## config.mk

```make
export PLATFORM = sky130hd
export DESIGN_NAME = iepr_regs
export DESIGN_NICKNAME = d
export VERILOG_FILES = /design/src/iepr_pkg.sv /design/src/iepr_regs.sv
export SDC_FILE = /design/constraint.sdc
export NUM_CORES = 1
export LEC_CHECK = 0
export BUFFER_PORTS_ARGS = -buffer_cell sky130_fd_sc_hd__buf_2
export CORE_AREA = 4 4 91 111
export DETAILED_ROUTE_END_ITERATION = 8
export DIE_AREA = 0 0 95 115
export PLACE_DENSITY = 0.73
export SYNTH_ARGS = -nofsm -noshare
export SYNTH_HDL_FRONTEND = slang
export SYNTH_SLANG_ARGS = --single-unit
```

## constraint.sdc

```tcl
create_clock -name clock_i -period 15.4 [get_ports clock_i]
set_input_delay 2.31 -clock clock_i [delete_from_list [all_inputs] [get_ports clock_i]]
set_output_delay 2.31 -clock clock_i [all_outputs]
set_load 0.02 [all_outputs]
```

## src/iepr_pkg.sv

```systemverilog
// constants and types for the interrupt enable and priority register set
package iepr_pkg;

  // register indices; byte address is four times the index
  localparam logic [7:0] IDX_CORE_EN     = 8'hA8;
  localparam logic [7:0] IDX_PERIPH_EN   = 8'hB1;
  localparam logic [7:0] IDX_PERIPH_PL   = 8'hB2;
  localparam logic [7:0] IDX_PERIPH_PH   = 8'hB3;
  localparam logic [7:0] IDX_CORE_PH     = 8'hB7;
  localparam logic [7:0] IDX_CORE_PL     = 8'hB8;
  localparam logic [7:0] IDX_STATUS      = 8'hC0;

  // writable bit masks; reserved bits are dropped and read zero
  localparam logic [7:0] CORE_EN_MASK    = 8'hFF;
  localparam logic [7:0] PERIPH_MASK     = 8'h5F;
  localparam logic [7:0] CORE_PRIO_MASK  = 8'h7F;

  // global enable position in the core enable register
  localparam int unsigned GLOBAL_EN_BIT  = 7;

  // values after reset
  localparam logic [7:0] REG_RESET       = 8'h00;
  localparam logic [3:0] SVC_RESET       = 4'h0;

  // source count and sources that really exist
  localparam int unsigned NSRC           = 15;
  localparam logic [14:0] SRC_PRESENT    = 15'h2FFF;
  localparam int unsigned FIRST_PERIPH   = 7;

  // status register field positions
  localparam int unsigned ST_INDEX_LSB   = 0;
  localparam int unsigned ST_LEVEL_LSB   = 4;
  localparam int unsigned ST_VALID_BIT   = 6;
  localparam int unsigned ST_SVC_LSB     = 8;

  // selected request handed to the core
  typedef struct packed {
    logic       valid;
    logic [1:0] level;
    logic [3:0] index;
  } iepr_sel_type;

  localparam iepr_sel_type SEL_RESET = '{valid: 1'b0, level: 2'h0, index: 4'h0};

endpackage

```

## src/iepr_regs.sv

```systemverilog
// interrupt enable and priority registers with level arbitration
//
// Register access over APB was left to the implementer.
`timescale 1ns/1ns
`default_nettype none

// Contract
// - the USB request is taken only while enable bit 6 is one.
// - enable bit 4 gates the keyboard request.
// - enable bit 3 gates the converter request.
// - enable bits 2, 1 and 0 gate SPI, two-wire and card requests.
// - bits 7 and 5 of the peripheral enable and priority registers read zero.
// - bit 7 of the core priority registers is undefined and must be ignored.
// - each source has a two-bit level split over a high and a low register.
// - core priority bits 6..0 belong to audio, decoder, serial, timer 1, ext 1, timer 0, ext 0.
// - peripheral priority bits 6,4,3,2,1,0 belong to USB, keyboard, ADC, SPI, two-wire, card.
// - a clear global enable masks all sources, a set one defers to each enable.
// - equal levels are resolved by polling index, index 0 highest, index 14 lowest.
module iepr_regs
  import iepr_pkg::*;
#(
  parameter int unsigned ADDR_W = 12
) (
  // clock and reset
  input  wire logic              clock_i,
  input  wire logic              reset_n_i,
  // apb slave
  input  wire logic              psel,
  input  wire logic              penable,
  input  wire logic              pwrite,
  input  wire logic [ADDR_W-1:0] paddr,
  input  wire logic [31:0]       pwdata,
  output logic      [31:0]       prdata,
  output logic                   pready,
  output logic                   pslverr,
  // request flags by polling index
  input  wire logic [NSRC-1:0]   irq_req_i,
  // core vectoring handshake
  input  wire logic              irq_ack_i,
  input  wire logic              irq_reti_i,
  output logic                   irq_o,
  output iepr_sel_type           irq_sel_o,
  // enables seen by the peripherals
  output logic                   usb_irq_enable_o,
  output logic                   kbd_irq_enable_o,
  output logic                   adc_irq_enable_o,
  output logic                   spi_irq_enable_o,
  output logic                   twi_irq_enable_o,
  output logic                   card_irq_enable_o
);

  // bit of the enable or priority register that belongs to a source
  function automatic logic [2:0] src_bit(input int unsigned idx);
    logic [2:0] b;
    b = 3'h0;
    if (idx < FIRST_PERIPH) begin
      b = 3'(idx);
    end else begin
      case (idx)
        7:       b = 3'h0;
        8:       b = 3'h1;
        9:       b = 3'h2;
        10:      b = 3'h3;
        11:      b = 3'h4;
        13:      b = 3'h6;
        default: b = 3'h7;
      endcase
    end
    return b;
  endfunction

  // register index from an apb byte address
  function automatic logic [7:0] reg_index(input logic [ADDR_W-1:0] a);
    return a[9:2];
  endfunction

  // registers
  logic [7:0]   core_irq_enable_q;
  logic [7:0]   periph_irq_enable_q;
  logic [7:0]   periph_irq_prio_low_q;
  logic [7:0]   periph_irq_prio_high_q;
  logic [7:0]   core_irq_prio_high_q;
  logic [7:0]   core_irq_prio_low_q;
  logic [3:0]   in_service_q;
  logic [3:0]   in_service_d;
  iepr_sel_type sel_q;
  iepr_sel_type sel_d;
  logic [31:0]  rdata_q;
  logic         slverr_q;

  // bus decode
  logic         wr_en;
  logic         setup;
  logic [7:0]   acc_idx;
  logic         acc_hit;
  logic         idx_known;
  logic         word_ok;
  logic         err_d;
  logic [7:0]   wbyte;

  assign setup   = psel & ~penable;
  assign wr_en   = psel & penable & pwrite & ~slverr_q;
  assign acc_idx = reg_index(paddr);
  assign wbyte   = pwdata[7:0];
  assign word_ok = (paddr[ADDR_W-1:10] == '0) & (paddr[1:0] == 2'h0);
  assign acc_hit = idx_known & word_ok;
  assign err_d   = ~acc_hit | (pwrite & (acc_idx == IDX_STATUS));

  always_comb begin
    case (acc_idx)
      IDX_CORE_EN,
      IDX_PERIPH_EN,
      IDX_PERIPH_PL,
      IDX_PERIPH_PH,
      IDX_CORE_PH,
      IDX_CORE_PL,
      IDX_STATUS:    idx_known = 1'b1;
      default:       idx_known = 1'b0;
    endcase
  end

  // one write strobe per register
  logic         wr_core_en;
  logic         wr_periph_en;
  logic         wr_periph_pl;
  logic         wr_periph_ph;
  logic         wr_core_ph;
  logic         wr_core_pl;

  assign wr_core_en   = wr_en & (acc_idx == IDX_CORE_EN);
  assign wr_periph_en = wr_en & (acc_idx == IDX_PERIPH_EN);
  assign wr_periph_pl = wr_en & (acc_idx == IDX_PERIPH_PL);
  assign wr_periph_ph = wr_en & (acc_idx == IDX_PERIPH_PH);
  assign wr_core_ph   = wr_en & (acc_idx == IDX_CORE_PH);
  assign wr_core_pl   = wr_en & (acc_idx == IDX_CORE_PL);

  // core enable register holding the global enable
  always_ff @(posedge clock_i or negedge reset_n_i) begin
    if (!reset_n_i) begin
      core_irq_enable_q <= REG_RESET;
    end else if (wr_core_en) begin
      core_irq_enable_q <= wbyte & CORE_EN_MASK;
    end
  end

  // peripheral enable register
  always_ff @(posedge clock_i or negedge reset_n_i) begin
    if (!reset_n_i) begin
      periph_irq_enable_q <= REG_RESET;
    end else if (wr_periph_en) begin
      periph_irq_enable_q <= wbyte & PERIPH_MASK;
    end
  end

  // peripheral priority low register
  always_ff @(posedge clock_i or negedge reset_n_i) begin
    if (!reset_n_i) begin
      periph_irq_prio_low_q <= REG_RESET;
    end else if (wr_periph_pl) begin
      periph_irq_prio_low_q <= wbyte & PERIPH_MASK;
    end
  end

  // peripheral priority high register
  always_ff @(posedge clock_i or negedge reset_n_i) begin
    if (!reset_n_i) begin
      periph_irq_prio_high_q <= REG_RESET;
    end else if (wr_periph_ph) begin
      periph_irq_prio_high_q <= wbyte & PERIPH_MASK;
    end
  end

  // core priority high register; bit 7 is not stored
  always_ff @(posedge clock_i or negedge reset_n_i) begin
    if (!reset_n_i) begin
      core_irq_prio_high_q <= REG_RESET;
    end else if (wr_core_ph) begin
      core_irq_prio_high_q <= wbyte & CORE_PRIO_MASK;
    end
  end

  // core priority low register; bit 7 is not stored
  always_ff @(posedge clock_i or negedge reset_n_i) begin
    if (!reset_n_i) begin
      core_irq_prio_low_q <= REG_RESET;
    end else if (wr_core_pl) begin
      core_irq_prio_low_q <= wbyte & CORE_PRIO_MASK;
    end
  end

  // per-source enable and level
  logic [NSRC-1:0] src_en;
  logic [1:0]      src_lvl [NSRC];
  logic [NSRC-1:0] pending;

  generate
    for (genvar g = 0; g < NSRC; g++) begin : g_src
      localparam logic [2:0] B = src_bit(g);
      if (g < FIRST_PERIPH) begin : g_core
        assign src_en[g]  = core_irq_enable_q[B];
        assign src_lvl[g] = {core_irq_prio_high_q[B],
                             core_irq_prio_low_q[B]};
      end else begin : g_periph
        assign src_en[g]  = periph_irq_enable_q[B] & SRC_PRESENT[g];
        assign src_lvl[g] = {periph_irq_prio_high_q[B],
                             periph_irq_prio_low_q[B]};
      end
    end
  endgenerate

  // global gate then individual gate
  assign pending = irq_req_i & src_en
                   & {NSRC{core_irq_enable_q[GLOBAL_EN_BIT]}};

  // highest level wins, lower index wins a tie
  logic       best_valid;
  logic [1:0] best_level;
  logic [3:0] best_index;

  always_comb begin
    best_valid = 1'b0;
    best_level = 2'h0;
    best_index = 4'h0;
    for (int i = NSRC - 1; i >= 0; i--) begin
      if (pending[i] && (!best_valid || src_lvl[i] >= best_level)) begin
        best_valid = 1'b1;
        best_level = src_lvl[i];
        best_index = 4'(i);
      end
    end
  end

  // level of the service routine currently running
  logic       running;
  logic [1:0] run_level;

  always_comb begin
    running   = |in_service_q;
    run_level = 2'h0;
    for (int l = 0; l < 4; l++) begin
      if (in_service_q[l]) begin
        run_level = 2'(l);
      end
    end
  end

  // request stands only above the running level
  always_comb begin
    sel_d       = SEL_RESET;
    sel_d.level = best_level;
    sel_d.index = best_index;
    sel_d.valid = best_valid & (!running || best_level > run_level);
  end

  always_ff @(posedge clock_i or negedge reset_n_i) begin
    if (!reset_n_i) begin
      sel_q <= SEL_RESET;
    end else begin
      sel_q <= sel_d;
    end
  end

  // in-service levels; a return clears the top one, an ack sets wins
  always_comb begin
    in_service_d = in_service_q;
    if (irq_reti_i && running) begin
      in_service_d[run_level] = 1'b0;
    end
    if (irq_ack_i && sel_q.valid) begin
      in_service_d[sel_q.level] = 1'b1;
    end
  end

  always_ff @(posedge clock_i or negedge reset_n_i) begin
    if (!reset_n_i) begin
      in_service_q <= SVC_RESET;
    end else begin
      in_service_q <= in_service_d;
    end
  end

  // status word: selected request and levels in service
  logic [31:0] status_word;

  always_comb begin
    status_word                    = 32'h0000_0000;
    status_word[ST_INDEX_LSB +: 4] = sel_q.index;
    status_word[ST_LEVEL_LSB +: 2] = sel_q.level;
    status_word[ST_VALID_BIT]      = sel_q.valid;
    status_word[ST_SVC_LSB +: 4]   = in_service_q;
  end

  // read data captured in the setup phase
  logic [31:0] rd_mux;
  logic [31:0] rdata_d;

  assign rdata_d = pwrite ? 32'h0000_0000 : rd_mux;

  always_comb begin
    rd_mux = 32'h0000_0000;
    case (acc_idx)
      IDX_CORE_EN:   rd_mux[7:0] = core_irq_enable_q;
      IDX_PERIPH_EN: rd_mux[7:0] = periph_irq_enable_q;
      IDX_PERIPH_PL: rd_mux[7:0] = periph_irq_prio_low_q;
      IDX_PERIPH_PH: rd_mux[7:0] = periph_irq_prio_high_q;
      IDX_CORE_PH:   rd_mux[7:0] = core_irq_prio_high_q;
      IDX_CORE_PL:   rd_mux[7:0] = core_irq_prio_low_q;
      IDX_STATUS:    rd_mux = status_word;
      default:       rd_mux = 32'h0000_0000;
    endcase
    if (!acc_hit) begin
      rd_mux = 32'h0000_0000;
    end
  end

  always_ff @(posedge clock_i or negedge reset_n_i) begin
    if (!reset_n_i) begin
      rdata_q  <= 32'h0000_0000;
      slverr_q <= 1'b0;
    end else if (setup) begin
      rdata_q  <= rdata_d;
      slverr_q <= err_d;
    end
  end

  // outputs
  assign prdata    = rdata_q;
  assign pready    = 1'b1;
  assign pslverr   = slverr_q & psel & penable;
  assign irq_o     = sel_q.valid;
  assign irq_sel_o = sel_q;

  assign usb_irq_enable_o  = periph_irq_enable_q[src_bit(13)];
  assign kbd_irq_enable_o  = periph_irq_enable_q[src_bit(11)];
  assign adc_irq_enable_o  = periph_irq_enable_q[src_bit(10)];
  assign spi_irq_enable_o  = periph_irq_enable_q[src_bit(9)];
  assign twi_irq_enable_o  = periph_irq_enable_q[src_bit(8)];
  assign card_irq_enable_o = periph_irq_enable_q[src_bit(7)];

endmodule

`default_nettype wire
```

==> impl_metrics.env, run 1 <==
export IMPL_status="finished with violations"
export IMPL_failed_checks="setup timing"
export IMPL_max_slew_margin_pct=15.3
export IMPL_path_class="input port to flop"
export IMPL_cp_arrival_ps=16240
export IMPL_fin_crit_sh_pct=104
export IMPL_fin_ws_ps=-565
export IMPL_cts_tree="built"
export IMPL_yosysSeqAreaShare_pct=36.9
export IMPL_cp_slowest_cell="or3_4"
export IMPL_clk_latency_ps=350
export IMPL_wl_per_cell_um=18.6
export IMPL_multi_input_area_um2=3060
export IMPL_fin_crit_ps=15960
export IMPL_start_kind="input port"
export IMPL_ff2ff_setup_slack_ps=860
export IMPL_yosys_area_top_type="dfrtp_1"
export IMPL_skew_ps=5.76
export IMPL_worst_pin_slew_ps=1260
export IMPL_cts_made_buffers=9
export IMPL_regArea_um2=1600
export IMPL_die_area_um2=10900
export IMPL_postLayoutCellArea_um2=6120
export IMPL_drt_total_wl_um=13600
export IMPL_holdPathStages=2
export IMPL_power_density_nw_per_um2=60.6
export IMPL_fin_nets=691
export IMPL_diodes=0
export IMPL_dp_hpwl_um=9630
export IMPL_start_util_pct=48.6
export IMPL_drc=0
export IMPL_drive_gt1_share_pct=48.7
export IMPL_synth_common_cells="dfrtp_1 (64), mux2_2 (44), nand2_1 (43)"
export IMPL_vias=4212
export IMPL_min_delay_start="prdata[6]"
export IMPL_finalPower_w=0.000371
export IMPL_antenna_found_initial=0
export IMPL_core_um2=8940
export IMPL_drt_iter0_markers=241
export IMPL_rows=38
export IMPL_rsz0062_at_grt="yes"
export IMPL_final_hold_violation_count=0
export IMPL_ys_ff_latch=64
export IMPL_clkSinkCount=64
export IMPL_worst_path_max_fanout=4
export IMPL_gp_congestion=0.902
export IMPL_fillers=716
export IMPL_crit_top_cell="nand2b_4"
export IMPL_grt_pass1_vias=4372
export IMPL_grt_ovfl_total=0
export IMPL_htree_levels=3
export IMPL_syn_inst=455
export IMPL_grt_util_all_layers_pct=25.6
export IMPL_min_path_type="flop to flop"
export IMPL_reg2reg_depth=78
export IMPL_grt_max_degree=65
export IMPL_syn2layout_area_growth_pct=41.0
export IMPL_synth_top_area_share_pct=36.9
export IMPL_yosysWarnings=0
export IMPL_end_kind="flop"
export IMPL_max_cap_viol_count=0
export IMPL_p_leak_nw=2.93
export IMPL_ios=114
export IMPL_cp_required_ps=15680
export IMPL_min_to="prdata[6]"
export IMPL_synthTopCellsByArea="dfrtp_1 (37%), mux2_2 (11%), ha_1 (6.3%), buf_4 (3.8%), nand2_1 (3.7%)"
export IMPL_synth_top_flop_cell="dfrtp_1"
export IMPL_root_buffer="clkbuf_8"
export IMPL_grt_pass1_wl_um=21400
export IMPL_drv_slew=0
export IMPL_die_h_um=115
export IMPL_cts_buffer_depth=2
export IMPL_path_clk_slew_ps=80
export IMPL_synth_area_per_cell_um2=9.54
export IMPL_timing_fmax_mhz=62.6
export IMPL_async_flop_share_pct=100
export IMPL_synth_area_um2=4340
export IMPL_portBuffers=66
export IMPL_drt_first_pass_iters=4
export IMPL_place_area_um2=5190
export IMPL_die_x_um=95
export IMPL_viasPerCell=5.79
export IMPL_synth_most_common_cell="dfrtp_1"
export IMPL_synth_edf_count=0
export IMPL_postRouteAntennaNets=0
export IMPL_rr_startpoint="periph_irq_enable_q[6]"
export IMPL_synth_distinct_cells=71
export IMPL_ir_drop_v=0.0000648
export IMPL_setup_viol=4
export IMPL_r2r_end="irq_o"
export IMPL_max_stage_delay_ps=420
stage by stage:
stage          std cells  setup TNS, ps  worst slack (ps)  hold slack [ps]  utilization [%]
6_report             728           -961              -565              484             68.5
5_1_grt              728          -5220             -1250              531             68.5
4_1_cts              723          -1030              -402              487             66.3
3_5_place_dp         679          -4790             -1150              469             58.1
3_3_place_gp         679          -2100              -787              467             58.1
2_1_floorplan        474           -583              -482              482                -
placed cells by master, fill, tap and decap left out, types with 5 or more instances in the layout:
| cell | instances |
|---|---|
| buf_4 | 79 |
| buf_2 | 65 |
| dfrtp_1 | 64 |
| mux2_2 | 41 |
| nand2_1 | 39 |
| nor2_1 | 28 |
| inv_1 | 25 |
| conb_1 | 21 |
| o21ai_0 | 20 |
| nand3_1 | 14 |
| ha_1 | 14 |
| nand2b_4 | 11 |
| a22oi_1 | 9 |
| clkbuf_8 | 9 |
| a21oi_2 | 8 |
| nor2_2 | 8 |
| ha_4 | 8 |
| and3_1 | 6 |
| a221o_1 | 6 |
| a221oi_1 | 6 |
| a21oi_1 | 5 |
worst max-delay path, delay by kind of cell:
kind	cells	cell delay (ps)
AO/OA/AOI/OAI	28	4810
multiplexers	2	640
buffers and inverters	4	540
adder cells (fa/ha/maj)	14	3830
AND/OR/NAND/NOR	31	4050
sequential cells by signal, indices dropped and copies added, names as in the netlist:
name / flops
core_irq_enable_q: 8
core_irq_prio_high_q: 7
core_irq_prio_low_q: 7
in_service_q: 4
irq_o: 1
irq_sel_o: 6
periph_irq_enable_q: 6
periph_irq_prio_high_q: 6
periph_irq_prio_low_q: 6
prdata: 12
slverr_q: 1
cells by family after synthesis:
logic type | after synthesis | share of synthesized area, %
AO/OA/AOI/OAI | 114 | 20.2
adder cells (fa/ha/maj) | 23 | 6.57
buffers and inverters | 57 | 7.00
flip-flops | 64 | 36.9
multiplexers | 45 | 11.7
other | 2 | 0.173
AND/OR/NAND/NOR | 150 | 17.5
routing by layer:
layer  part of all wire (%)  wire length [µm]  GRT usage [%]  up-vias
met1                     39              5270           30.5     2068
li1                       -                 -              -     1930
met4                    4.8               657           11.5        0
met3                    4.9               660           5.04       51
met2                     51              6980           44.2      163
met5                      0                 0              0        -
how the worst max path moves through the flow:
| stage | slack [ps] | cells past startpoint | end | start |
|---|---|---|---|---|
| 3_5_place_dp | -1150 | 79 | irq_o | irq_req_i[13] |
| 6_report | -560 | 79 | irq_o | irq_req_i[13] |
| 3_3_place_gp | -790 | 80 | irq_o | irq_req_i[13] |
| 4_1_cts | -400 | 79 | irq_o | irq_req_i[13] |
| 5_1_grt | -1250 | 80 | irq_o | irq_req_i[13] |
| 2_1_floorplan | -480 | 80 | irq_o | irq_req_i[13] |
what timing repair did:
action | CTS | global route
hold buffers | 0 | 0
endpoints found under the setup margin | 7 | 7
pin swaps | 38 | 28
endpoints found under the hold margin | 0 | 0
gates resized for setup | 52 | 29
buffers inserted | 28 | 10
report_power, final:
part	internal, W	switching [W]
registers	0.000168	0.000000405
clock network	0.000108	0.0000708
logic	0.00000725	0.0000167
final cells by class:
type,instances,area share (%)
clock buffers,9,2.02
repair buffers,148,15.8
multi-input cells,353,50.0
flip-flops and latches,64,26.2
clock inverters,7,1.94
inverters,27,1.66
well taps,120,2.45
Power figures use the tool's default switching activity.
==> run 2: changes to the inputs <==
--- a/config.mk
+++ b/config.mk
@@ -10,6 +10,7 @@
 export DETAILED_ROUTE_END_ITERATION = 8
 export DIE_AREA = 0 0 95 115
 export PLACE_DENSITY = 0.73
+export REMOVE_ABC_BUFFERS = 1
 export SYNTH_ARGS = -nofsm -noshare
 export SYNTH_HDL_FRONTEND = slang
 export SYNTH_SLANG_ARGS = --single-unit
==> impl_metrics.env, run 2 (synthesized netlist as in run 1, its figures left out) <==
export IMPL_ios=114
export IMPL_die_area_um2=10900
export IMPL_rr_startpoint="core_irq_enable_q[7]"
export IMPL_antenna_found_initial=0
export IMPL_final_common_cell="buf_4"
export IMPL_worst_path_max_fanout=5
export IMPL_reg2reg_depth=83
export IMPL_power_density_nw_per_um2=57.0
export IMPL_fin_crit_ps=16110
export IMPL_fin_ws_ps=-706
export IMPL_drc=0
export IMPL_crit_start="irq_req_i[13]"
export IMPL_postRouteAntennaNets=0
export IMPL_final_hold_violation_count=0
export IMPL_die_x_um=95
export IMPL_cp_arrival_ps=16370
export IMPL_viasPerCell=5.86
export IMPL_fillers=651
export IMPL_power_frac_comb_pct=6.9
export IMPL_rsz0062_at_grt="yes"
export IMPL_power_switching_w=0.0000873
export IMPL_dp_hpwl_um=9710
export IMPL_ir_drop_v=0.0000555
export IMPL_wl_per_cell_um=20.1
export IMPL_fin_crit_sh_pct=105
export IMPL_skew_ps=5.59
export IMPL_place_area_um2=5090
export IMPL_final_cell_mix="buf_4 (86), buf_2 (65), dfrtp_1 (64), mux2_2 (41), nand2_1 (37)"
export IMPL_cts_hold_buf=0
export IMPL_end_kind="flop"
export IMPL_min_path_type="flop to flop"
export IMPL_core_um2=8940
export IMPL_postLayoutCellArea_um2=6280
export IMPL_max_stage_delay_ps=420
export IMPL_die_h_um=115
export IMPL_sequentialPowerShare_pct=47.2
export IMPL_drt_iter0_markers=314
export IMPL_cts_buffer_depth=2
export IMPL_rows=38
export IMPL_largest_reg_flops=12
export IMPL_hold_ws_ps=475
export IMPL_grt_pass1_wl_um=21400
export IMPL_intPower_w=0.000270
export IMPL_worst_pin_slew_ps=842
export IMPL_clk_latency_ps=370
export IMPL_grt_max_degree=65
export IMPL_power_frac_clock_pct=46.0
export IMPL_grt_util_all_layers_pct=25.9
export IMPL_htree_levels=3
export IMPL_cts_tree="built"
export IMPL_drv_slew=0
export IMPL_p_leak_nw=3.04
export IMPL_cts_made_buffers=9
export IMPL_start_kind="input port"
export IMPL_drive_gt1_share_pct=51.6
export IMPL_grt_pass1_vias=4164
export IMPL_timing_fmax_mhz=62.1
export IMPL_max_slew_margin_pct=43.7
export IMPL_syn2layout_area_growth_pct=44.6
export IMPL_path_class="input port to flop"
export IMPL_fin_nets=703
export IMPL_crit_top_cell="nand2b_4"
export IMPL_max_cap_viol_count=0
export IMPL_setup_viol=7
export IMPL_cp_required_ps=15660
export IMPL_cp_slowest_cell="o41a_1"
export IMPL_start_util_pct=48.6
export IMPL_vias=4338
export IMPL_drt_first_pass_iters=6
export IMPL_root_buffer="clkbuf_8"
export IMPL_status="finished with violations"
export IMPL_min_delay_start="prdata[0]"
export IMPL_fin_cells=740
export IMPL_clkSinkCount=64
export IMPL_drt_total_wl_um=14800
export IMPL_post_route_util_pct=70.2
export IMPL_failed_checks="setup timing"
export IMPL_gp_congestion=0.954
export IMPL_diodes=0
export IMPL_portBuffers=66
export IMPL_placed_cells=683
export IMPL_grt_ovfl_total=0
export IMPL_path_clk_slew_ps=70
export IMPL_switching_share_pct=24.4
export IMPL_holdPathStages=2
[run 2: cell types whose count changed in the layout (fill, tap and decap cells not counted), moves of 2 or more]
cell	change
buf_4	+7
buf_6	+5
clkinv_2	+2
ha_1	-5
ha_4	+4
nand2_1	-2
nand2_4	+2
nor2_1	-2
nor2_4	+2
o21ai_2	+3
o21ai_4	-2
o22ai_1	-2
o22ai_2	+2
[run 2: through the flow]
step	power (W)	setup TNS [ps]	setup WS [ps]
2_1_floorplan	0.000181	-5420	-1330
3_3_place_gp	0.000194	-8350	-1580
3_5_place_dp	0.000194	-10490	-1890
4_1_cts	0.000356	-982	-481
5_1_grt	0.000368	-5340	-1190
6_report	0.000358	-2180	-706
[run 2: final timing paths]
path                                              to  slack, ps
worst min register to register             prdata[0]        470
max in group asynchronous       core_irq_enable_q[7]      12740
worst max-delay path                           irq_o       -710
min in group asynchronous       core_irq_enable_q[5]       2120
worst min-delay path                       prdata[0]        470
worst max register to register                 irq_o        740
[run 2: cell type report]
| cell class | count | area [µm²] | share of cell area [%] |
|---|---|---|---|
| Multi-Input combinational cell | 353 | 3130 | 49.8 |
| Sequential cell | 64 | 1600 | 25.5 |
| Timing Repair Buffer | 160 | 1080 | 17.1 |
| Tap cell | 120 | 150 | 2.39 |
| Clock buffer | 10 | 138 | 2.19 |
| Inverter | 27 | 101 | 1.61 |
| Clock inverter | 6 | 82.6 | 1.32 |
[run 2: metal layers]
metal | track usage, % | share of wire [%] | vias up
li1 | - | - | 1957
met1 | 29.3 | 37 | 2117
met2 | 46.0 | 52 | 206
met3 | 5.17 | 6.7 | 58
met4 | 12.9 | 4.7 | 0
met5 | 0 | 0 | -
[run 2: repair_timing]
action | in CTS | in global routing
buffers inserted | 29 | 13
pin swaps | 59 | 57
cloned | 0 | 0
resized for setup | 64 | 57
endpoints found under the setup margin | 7 | 7
[run 2: power by group through the flow]
stage / Sequential [W] / Clock (W) / Combinational (W)
floorplan: 0.000172 / 0 / 0.00000851
global placement: 0.000172 / 0 / 0.0000220
detailed placement: 0.000172 / 0 / 0.0000226
CTS: 0.000169 / 0.000164 / 0.0000233
global route: 0.000169 / 0.000172 / 0.0000267
finish: 0.000169 / 0.000164 / 0.0000245
[run 2: worst max-delay path: cells and delay by family]
family	cells	cell delay (ps)
adder cells (fa/ha/maj)	14	3320
buffers and inverters	7	750
multiplexers	2	640
AND/OR/NAND/NOR	28	3950
AO/OA/AOI/OAI	33	5320
